===== config.mk =====
export PLATFORM = sky130hd
export DESIGN_NAME = rx_port_irq_enable_low
export DESIGN_NICKNAME = d
export VERILOG_FILES = /design/src/pkg/rx_irq_pkg.sv /design/src/core/rx_port_irq_enable_low.sv /design/src/core/rx_irq_flags.sv
export SDC_FILE = /design/constraint.sdc
export NUM_CORES = 1
export LEC_CHECK = 0
export BUFFER_PORTS_ARGS = -buffer_cell sky130_fd_sc_hd__buf_2
export CAP_MARGIN = 20
export CORE_MARGIN = 10
export CORE_UTILIZATION = 45
export CTS_CLUSTER_DIAMETER = 60
export DETAILED_ROUTE_END_ITERATION = 7
export PLACE_DENSITY_LB_ADDON = 0.2
export SYNTH_ARGS = -nofsm -noshare
export SYNTH_HDL_FRONTEND = slang
export SYNTH_SLANG_ARGS = --single-unit

===== constraint.sdc =====
create_clock -name CLK -period 1.6 [get_ports CLK]
set_input_delay 0.08 -clock CLK [delete_from_list [all_inputs] [get_ports CLK]]
set_output_delay 0.08 -clock CLK [all_outputs]
set_load 0.02 [all_outputs]

===== src/pkg/rx_irq_pkg.sv =====
`default_nettype none

package rx_irq_pkg;

  // ----------------------------------------------------------------
  // register byte offsets on the 32-bit bus
  // ----------------------------------------------------------------
  localparam logic [7:0] CTL_OFS = 8'h00;
  localparam logic [7:0] STS_FIRST_OFS = 8'h04;
  localparam logic [7:0] STS_SECOND_OFS = 8'h08;
  localparam logic [7:0] IRQ_STAT_OFS = 8'h0C;

  // ----------------------------------------------------------------
  // enable register and interrupt status layout (shared)
  // ----------------------------------------------------------------
  localparam int LOCK_BIT = 0;
  localparam int VALID_BIT = 1;
  localparam int PARITY_BIT = 2;
  localparam int RSVD_BIT = 3;
  localparam int OVERFLOW_BIT = 4;
  localparam int LINE_CNT_BIT = 5;
  localparam int LINE_LEN_BIT = 6;
  localparam int EV_W = 7;
  localparam logic [7:0] CTL_RESET = 8'h00;
  localparam logic [7:0] CTL_WRITABLE = 8'h7F;

  // ----------------------------------------------------------------
  // port status registers
  // ----------------------------------------------------------------
  localparam int S1_LOCK_CHG = 0;
  localparam int S1_PORT_VALID = 1;
  localparam int S1_PARITY = 2;
  localparam int S1_LOCKED = 3;
  localparam int S2_OVERFLOW = 0;
  localparam int S2_LINE_CNT = 1;
  localparam int S2_LINE_LEN = 2;
  localparam logic [31:0] RD_ZERO = 32'h0000_0000;

endpackage : rx_irq_pkg

`default_nettype wire


===== src/core/rx_port_irq_enable_low.sv =====
// What this block does
// - enable bit 2 lets a forward-link parity error raise the interrupt
// - parity errors always set the first status parity flag
// - enable bit 1 lets each port-valid change raise the interrupt
// - enable bit 0 lets each lock change interrupt; first status records it
// - enable bit 4 lets a receive buffer overflow interrupt; second status
// - enable bits 0 to 6 read and write, bit 7 always reads zero; all reset to zero
// - enable bit 6 line-length change, bit 5 line-count change
//
// The implementer's own choices: the placing of the registers and the Avalon-MM interface to the registers.
`timescale 1ns/100ps
`default_nettype none

module rx_port_irq_enable_low (
  input wire logic CLK,
  input wire logic RESET,
  input wire logic [7:0] ADDRESS,
  input wire logic READ,
  input wire logic WRITE,
  input wire logic [31:0] WRITEDATA,
  input wire logic [3:0] BYTEENABLE,
  output logic [31:0] READDATA,
  output logic WAITREQUEST,
  output logic IRQ,
  input wire logic LOCKED,
  input wire logic PORT_VALID,
  input wire logic PARITY_ERR,
  input wire logic BUF_OVERFLOW,
  input wire logic LINE_LEN_CHG,
  input wire logic LINE_CNT_CHG
);

  // ----------------------------------------------------------------
  // event detection
  // ----------------------------------------------------------------
  logic lock_prev_q, lock_prev_d;
  logic valid_prev_q, valid_prev_d;
  logic primed_q, primed_d;
  logic [rx_irq_pkg::EV_W-1:0] ev;

  // primed blocks a false change on the first cycle after reset
  always_comb
  begin
    lock_prev_d = LOCKED;
    valid_prev_d = PORT_VALID;
    primed_d = 1'b1;
    ev = '0;
    ev[rx_irq_pkg::LOCK_BIT] = primed_q & (LOCKED ^ lock_prev_q);
    ev[rx_irq_pkg::VALID_BIT] = primed_q & (PORT_VALID ^ valid_prev_q);
    ev[rx_irq_pkg::PARITY_BIT] = PARITY_ERR;
    ev[rx_irq_pkg::OVERFLOW_BIT] = BUF_OVERFLOW;
    ev[rx_irq_pkg::LINE_CNT_BIT] = LINE_CNT_CHG;
    ev[rx_irq_pkg::LINE_LEN_BIT] = LINE_LEN_CHG;
  end

  always_ff @(posedge CLK)
  begin
    if (RESET)
    begin
      lock_prev_q <= 1'b0;
      valid_prev_q <= 1'b0;
      primed_q <= 1'b0;
    end
    else
    begin
      lock_prev_q <= lock_prev_d;
      valid_prev_q <= valid_prev_d;
      primed_q <= primed_d;
    end
  end

  // ----------------------------------------------------------------
  // bus slave: one wait cycle, then completion
  // ----------------------------------------------------------------
  logic wait_q, wait_d;
  logic [31:0] rdata_q, rdata_d;
  logic [7:0] en_q, en_d;
  logic req, take;
  logic [7:0] addr_w;
  logic [1:0] sts1_q, sts1_clr;
  logic [2:0] sts2_q, sts2_clr;
  logic [rx_irq_pkg::EV_W-1:0] istat_q, istat_clr;
  logic [31:0] rd_val;

  assign req = READ | WRITE;
  assign take = req & ~wait_q;
  assign addr_w = {ADDRESS[7:2], 2'b00};

  // read value decode; unmapped words read as zero
  always_comb
  begin
    rd_val = rx_irq_pkg::RD_ZERO;
    unique case (addr_w)
      rx_irq_pkg::CTL_OFS:
        rd_val[7:0] = en_q;
      rx_irq_pkg::STS_FIRST_OFS:
      begin
        rd_val[rx_irq_pkg::S1_LOCK_CHG] = sts1_q[0];
        rd_val[rx_irq_pkg::S1_PORT_VALID] = PORT_VALID;
        rd_val[rx_irq_pkg::S1_PARITY] = sts1_q[1];
        rd_val[rx_irq_pkg::S1_LOCKED] = LOCKED;
      end
      rx_irq_pkg::STS_SECOND_OFS:
        rd_val[2:0] = sts2_q;
      rx_irq_pkg::IRQ_STAT_OFS:
        rd_val[rx_irq_pkg::EV_W-1:0] = istat_q;
      default:
        rd_val = rx_irq_pkg::RD_ZERO;
    endcase
  end

  // read data is latched in the wait cycle; the clear only drops bits
  // that were latched, so an event landing in between survives
  always_comb
  begin
    wait_d = ~(req & wait_q);
    rdata_d = rdata_q;
    en_d = en_q;
    sts1_clr = '0;
    sts2_clr = '0;
    istat_clr = '0;
    if (req & wait_q & READ)
      rdata_d = rd_val;
    if (take & WRITE & BYTEENABLE[0] & (addr_w == rx_irq_pkg::CTL_OFS))
      en_d = WRITEDATA[7:0] & rx_irq_pkg::CTL_WRITABLE;
    if (take & READ)
    begin
      if (addr_w == rx_irq_pkg::STS_FIRST_OFS)
        sts1_clr = {rdata_q[rx_irq_pkg::S1_PARITY],
                    rdata_q[rx_irq_pkg::S1_LOCK_CHG]};
      if (addr_w == rx_irq_pkg::STS_SECOND_OFS)
        sts2_clr = rdata_q[2:0];
      if (addr_w == rx_irq_pkg::IRQ_STAT_OFS)
        istat_clr = rdata_q[rx_irq_pkg::EV_W-1:0];
    end
  end

  always_ff @(posedge CLK)
  begin
    if (RESET)
    begin
      wait_q <= 1'b1;
      rdata_q <= rx_irq_pkg::RD_ZERO;
      en_q <= rx_irq_pkg::CTL_RESET;
    end
    else
    begin
      wait_q <= wait_d;
      rdata_q <= rdata_d;
      en_q <= en_d;
    end
  end

  assign WAITREQUEST = wait_q;
  assign READDATA = rdata_q;

  // ----------------------------------------------------------------
  // sticky status, always updated whatever the enables say
  // ----------------------------------------------------------------
  rx_irq_flags #(.W(2)) u_sts1 (
    .CLK(CLK),
    .RESET(RESET),
    .set_i({ev[rx_irq_pkg::PARITY_BIT], ev[rx_irq_pkg::LOCK_BIT]}),
    .clr_i(sts1_clr),
    .q_o(sts1_q)
  );

  rx_irq_flags #(.W(3)) u_sts2 (
    .CLK(CLK),
    .RESET(RESET),
    .set_i({ev[rx_irq_pkg::LINE_LEN_BIT], ev[rx_irq_pkg::LINE_CNT_BIT],
            ev[rx_irq_pkg::OVERFLOW_BIT]}),
    .clr_i(sts2_clr),
    .q_o(sts2_q)
  );

  rx_irq_flags #(.W(rx_irq_pkg::EV_W)) u_istat (
    .CLK(CLK),
    .RESET(RESET),
    .set_i(ev),
    .clr_i(istat_clr),
    .q_o(istat_q)
  );

  // ----------------------------------------------------------------
  // interrupt output
  // ----------------------------------------------------------------
  logic irq_q, irq_d;

  // reserved bit 3 has no event behind it, so it can never fire
  always_comb
  begin
    irq_d = |(istat_q & en_q[rx_irq_pkg::EV_W-1:0]);
  end

  always_ff @(posedge CLK)
  begin
    if (RESET)
      irq_q <= 1'b0;
    else
      irq_q <= irq_d;
  end

  assign IRQ = irq_q;
endmodule : rx_port_irq_enable_low

`default_nettype wire


===== src/core/rx_irq_flags.sv =====
`timescale 1ns/100ps
`default_nettype none

// ------------------------------------------------------------------
// bank of sticky flags, set wins over clear
// ------------------------------------------------------------------
module rx_irq_flags #(
  parameter int W = 3
) (
  input wire logic CLK,
  input wire logic RESET,
  input wire logic [W-1:0] set_i,
  input wire logic [W-1:0] clr_i,
  output logic [W-1:0] q_o
);

  logic [W-1:0] flag_q;
  logic [W-1:0] flag_d;

  // a set arriving with its own clear survives, so no event is lost
  always_comb
  begin
    flag_d = (flag_q & ~clr_i) | set_i;
  end

  always_ff @(posedge CLK)
  begin
    if (RESET)
      flag_q <= '0;
    else
      flag_q <= flag_d;
  end

  assign q_o = flag_q;

endmodule : rx_irq_flags

`default_nettype wire


# After elaboration in Yosys (flattened, before gate mapping)
# Cells that the tools add are included.
# op_classes
bitwise_logic	24
reduce_logical	2
n_eq_ne	3
n_mux	10
# op_table
operator	count
AND 7 bit	2
two-way mux 7 bit	2
== test 6 x 2 -> 1 bit (second input constant)	2
one-hot mux 3 bit (4 select lines)	1
AND 1 bit	9
logical NOT 8 bit	1
NOT 7 bit	1
bitwise OR 7 bit	1
OR reduction 7 bit	1
== test 6 x 1 -> 1 bit (second input constant)	1
two-way mux 3 bit	2
one-hot mux 3 bit (2 select lines)	1
two-way mux 2 bit	2
AND 3 bit	1
NOT 3 bit	1
bitwise OR 3 bit	1
one-hot mux 1 bit (3 select lines)	1
AND 2 bit	1
NOT 1 bit	2
NOT 2 bit	1
bitwise OR 2 bit	1
bitwise XOR 1 bit	2
two-way mux 1 bit	1
bitwise OR 1 bit	1
# totals
word_cells	49
output_inout_bits	34
in_bits	54
regBits	31

# Depth between registers and ports, before layout
# logic_depth
depth_word	7
ltp_mapped	5
mapped_depth_nobuf	3

# Hierarchy
# From an unflattened synthesis, not the netlist that was laid out.
# unflattened
hier_cells	179
area_unflattened_um2	1645.3
# by_module_without_submodules
mod	seq_area_each_um2	cells_each	area_each_um2	n_inst
rx_port_irq_enable_low	380.4	131	1172.4	1
rx_irq_flags at u_istat	140.1	28	297.8	1
rx_irq_flags at u_sts2	60.1	12	105.1	1
rx_irq_flags at u_sts1	40.0	8	70.1	1

# Worst setup path after synthesis
# OpenSTA, ideal clock, no wires.
# synth_timing
kind	register to register
start	register wait_q, in the netlist WAITREQUEST
end	register rdata_q[6], in the netlist READDATA[6]
period_less_slack_ns	1.346
t_arrival_ns	1.276
path_slack_ns	0.254
path_buffers	1
path_stages_with_launch	5
setup_ns	0.070
t_required_ns	1.530
path_cell_list	dfxtp_1 -> nand2_1 -> clkbuf_1 -> a211o_1 -> a21oi_1
# synth_between
elab_chain_cells	2
# synth_lines
item	line_no	rtl
from (decl)	rx_port_irq_enable_low.sv:75	logic wait_q, wait_d;
from (signal assigned)	rx_port_irq_enable_low.sv:148	wait_q <= wait_d;
AND 1 bit (2 in a row)	rx_port_irq_enable_low.sv:122	if (req & wait_q & READ)
to (signal assigned)	rx_port_irq_enable_low.sv:143	rdata_q <= rx_irq_pkg::RD_ZERO;
to (signal assigned)	rx_port_irq_enable_low.sv:149	rdata_q <= rdata_d;
to (decl)	rx_port_irq_enable_low.sv:76	logic [31:0] rdata_q, rdata_d;
# Every way passes these cells.
# A chain may end at the register's enable or synchronous reset.

# Final worst setup path
# Same ends and word-level chain as after synthesis.

==> impl_results.md <==
* Avg Cell Area, Syn at 9.003 sq um
* Worst path arrival time at about 1600 ps
* Post-CTS Setup Repair Bufs at 0
* Die Wd at approximately 81 um
* Crit Path Max Fanout at 13
* WHS Endpoint: WAITREQUEST$_SDFF_PP1_
* Finished Cell Area at 1897 sq um
* CTS Buf Count at 5
* CP required at 1810 ps
* CTS Buffer Depth at 2
* Synth unique cells at 41
* HP Class: in2reg
* Chip height at approximately 81 um
* Peak VDD IR at between 0.0005 and 0.0006 V
* Clock Power Share at 0.390
* Final min period at 1416 ps
* Fill cells at between 300 and 400
* I/O pin total at 88
* Gpl congestion at 0.7778
* Fin Setup TNS at 0 ps
* Post-synth top area share at 0.3746
* Sequential Power Share at 0.480
* PwrDens at 907.2 nW/um^2
* Combinational share of power at 0.130
* Final worst-path cycle share at 0.8850
* First-pass GRT wire length at 6.927 mm
* P_int at about 1.3 mW
* R2R cell count at 3
* Vias/cell at 5.436
* Rows at 21
* Wirelength per Cell at 16.41 um
* FF-to-FF Start: WAITREQUEST$_SDFF_PP1_
* Fmax at 706.2 MHz
* Finish-stage setup viols at 0
* Gate Count Post-Synth at 184
* YS warnings at 0
* Initial antenna violation count at 0
* Mapped Area at 1657 sq um
* Startpoint Class: register
* Worst setup EP type: register
* Htree depth at 2
* Layout Skew at 5.767 ps
* CP Class: reg2reg
* Clock slew at reported path FFs at approximately 60 ps
* Hold Vio Cnt, Final at 0
* Reg2Reg Setup Slack at 180 ps
* Floorplan core area at 3442 sq um
* Worst skew pair latency at roughly 290 ps
* Share of flip-flops with an asynchronous set or reset at 0
* Switching share of power at 0.2658
* Lkg Pwr at 0.7889 nW
* Overflow after GRT at 0
* DIE AREA at 6508 sq um
* Run status: finished clean
* RSZ-0062 raised after global routing: false
* Max_cap viols at 0
* Clock root cell: clkbuf_8
* Hpwl dp at 3.369 mm
* Hold_sp: WRITE
* Synth area leader: dfxtp_1
* IO buf count at 32
* Iter 0 DRT Violations at 111
* Ranking of synthesized cells by area: dfxtp_1 37%, buf_4 11%, a21oi_1 3.9%
* Seq cells post-synth at 31
* Final wirelength at 4.364 mm
* Via count at 1446
* Detailed-route DRC error count at 0
* Maximum number of pins on one net before global-route repair at 19
* Post-synth EDFFs at 0
* Hold slack at 27.41 ps
* Number of global-route vias before repair at 1477
* Reg-to-Reg End: READDATA[6]$_SDFFE_PP0P_
* Post-DP Area at 1794 sq um
* Dominant synthesized flop cell: dfxtp_1
* Clk sinks at 31
* Gr usage total at 0.1342
* Drt pass-1 iters at 4
* Sw power at ~0.46 mW
* Area Growth Syn to Fin at 14.50%
* Initial Util at 0.4813
* Hold Path Depth at 2
* Post-CTS Hold Buffers at 0
* Nets at 273
* ANT cells at 0
* Final Max Tran Viols at 0
* DRT antenna net count at 0
* Share of layout cells above drive strength 1 at 0.2864
* Register area share after synthesis at 0.3746
* CTS tree: done
-- Yosys cell counts, types with 2 or more instances --
cell and n:
a211o_1 3, a211oi_1 3, a21oi_1 13, a22oi_1 5
a311oi_1 7, buf_2 3, buf_4 25, buf_6 2
clkbuf_1 8, dfxtp_1 31, inv_1 4, mux2i_1 4
nand2_1 10, nand3_1 5, nand3b_1 2, nand4_1 10
nor2_1 12, nor2b_1 3, nor4_1 2, o31ai_1 7
or2_2 2, or3b_2 3, xor2_1 2
-- power by group through the flow --
stage | sequential [mW] | clock [mW] | combinational (mW)
floorplan | 0.836 | 0 | 0.198
global placement | 0.841 | 0 | 0.213
detailed placement | 0.841 | 0 | 0.219
CTS | 0.825 | 0.684 | 0.220
global route | 0.829 | 0.722 | 0.246
finish | 0.826 | 0.671 | 0.224
-- area by class of cell --
cell class	count	area [sq um]	share of cell area
sequential	31	620.6	0.3272
tap	46	57.56	0.03034
multi-input combinational	134	860.8	0.4538
clock buffer	8	100.1	0.05277
timing repair buffer	43	242.7	0.1280
inverter	4	15.01	0.007916
-- cells by family (layout without fill, tap and decap cells) --
family                    count (synthesis)  count (layout)  share of synthesized area
xor gates and xnor gates                  2               2                    0.01058
AOI/OAI and AO/OA                        44              44                     0.1926
and+or+nand+nor                          57              57                     0.2100
buffers and inverters                    43              55                     0.1654
other                                     1              25                   0.002264
muxes                                     6               6                    0.04456
DFF                                      31              31                     0.3746
-- state kept, by name, indices dropped and copies added, names as in the netlist, 2 cells and up --
signal / flops
READDATA: 7
u_istat.q_o: 7
en_q: 7
u_sts1.q_o: 2
u_sts2.q_o: 3
-- metal layers --
| layer | routed length, um | up-vias | GRT usage |
|---|---|---|---|
| met2 | 2066 | 54 | 0.2293 |
| met5 | 0 | - | 0 |
| met3 | 411 | 7 | 0.05457 |
| met1 | 1808 | 685 | 0.1403 |
| li1 | - | 700 | - |
| met4 | 77 | 0 | 0.06228 |
-- what timing repair did --
action,CTS,global route
resized for setup,0,1
endpoints found under the setup margin,0,5
endpoints found under the hold margin,0,0
-- worst max-delay path, stage by stage (launching register included) --
cell and delay, ps:
dfxtp_1 590, nand2_2 300, a211o_1 300, a21oi_1 150
-- worst max-delay path by stage --
stage,endpoint,slack [ps],cells past startpoint,start
final,READDATA[6]$_SDFFE_PP0P_,180,3,WAITREQUEST$_SDFF_PP1_
after global routing,READDATA[0]$_SDFFE_PP0P_,110,3,WAITREQUEST$_SDFF_PP1_
after CTS,READDATA[6]$_SDFFE_PP0P_,30,3,WAITREQUEST$_SDFF_PP1_
after detailed placement,READDATA[6]$_SDFFE_PP0P_,50,3,WAITREQUEST$_SDFF_PP1_
after global placement,u_sts2.q_o[0]$_SDFF_PP0_,80,5,ADDRESS[5]
after floorplan,READDATA[6]$_SDFFE_PP0P_,250,4,WAITREQUEST$_SDFF_PP1_
-- metrics by stage --
step                      worst slack (ps)  power [mW]  cells  utilization
final                                184.0       1.721    266       0.5511
after detailed placement             51.56       1.060    258       0.5213
after CTS                            26.40       1.728    266       0.5503
after global routing                 110.6       1.798    266       0.5511
after floorplan                      253.5       1.034    208            -
after global placement               78.15       1.053    258       0.5213
-- placed cells by master (no fill, tap or decap), drive strengths merged --
| cell | Yosys | final |
|---|---|---|
| a211o | 3 | 3 |
| a211oi | 3 | 3 |
| a21oi | 13 | 13 |
| a222oi | 1 | 1 |
| a22oi | 5 | 5 |
| a311oi | 7 | 7 |
| a31oi | 1 | 1 |
| and3b | 1 | 1 |
| buf | 31 | 43 |
| clkbuf | 8 | 8 |
| conb | 1 | 25 |
| dfxtp | 31 | 31 |
| inv | 4 | 4 |
| mux2 | 1 | 1 |
| mux2i | 4 | 4 |
| mux4 | 1 | 1 |
| nand2 | 10 | 10 |
| nand3 | 5 | 5 |
| nand3b | 2 | 2 |
| nand4 | 10 | 10 |
| nor2 | 12 | 12 |
| nor2b | 3 | 3 |
| nor3 | 1 | 1 |
| nor3b | 1 | 1 |
| nor4 | 2 | 2 |
| nor4b | 2 | 2 |
| nor4bb | 1 | 1 |
| o211ai | 1 | 1 |
| o21ai | 1 | 1 |
| o311ai | 1 | 1 |
| o31ai | 7 | 7 |
| o41ai | 1 | 1 |
| or2 | 2 | 2 |
| or3b | 3 | 3 |
| or4 | 1 | 1 |
| or4bb | 1 | 1 |
| xor2 | 2 | 2 |
Power figures use the tool's default switching activity.
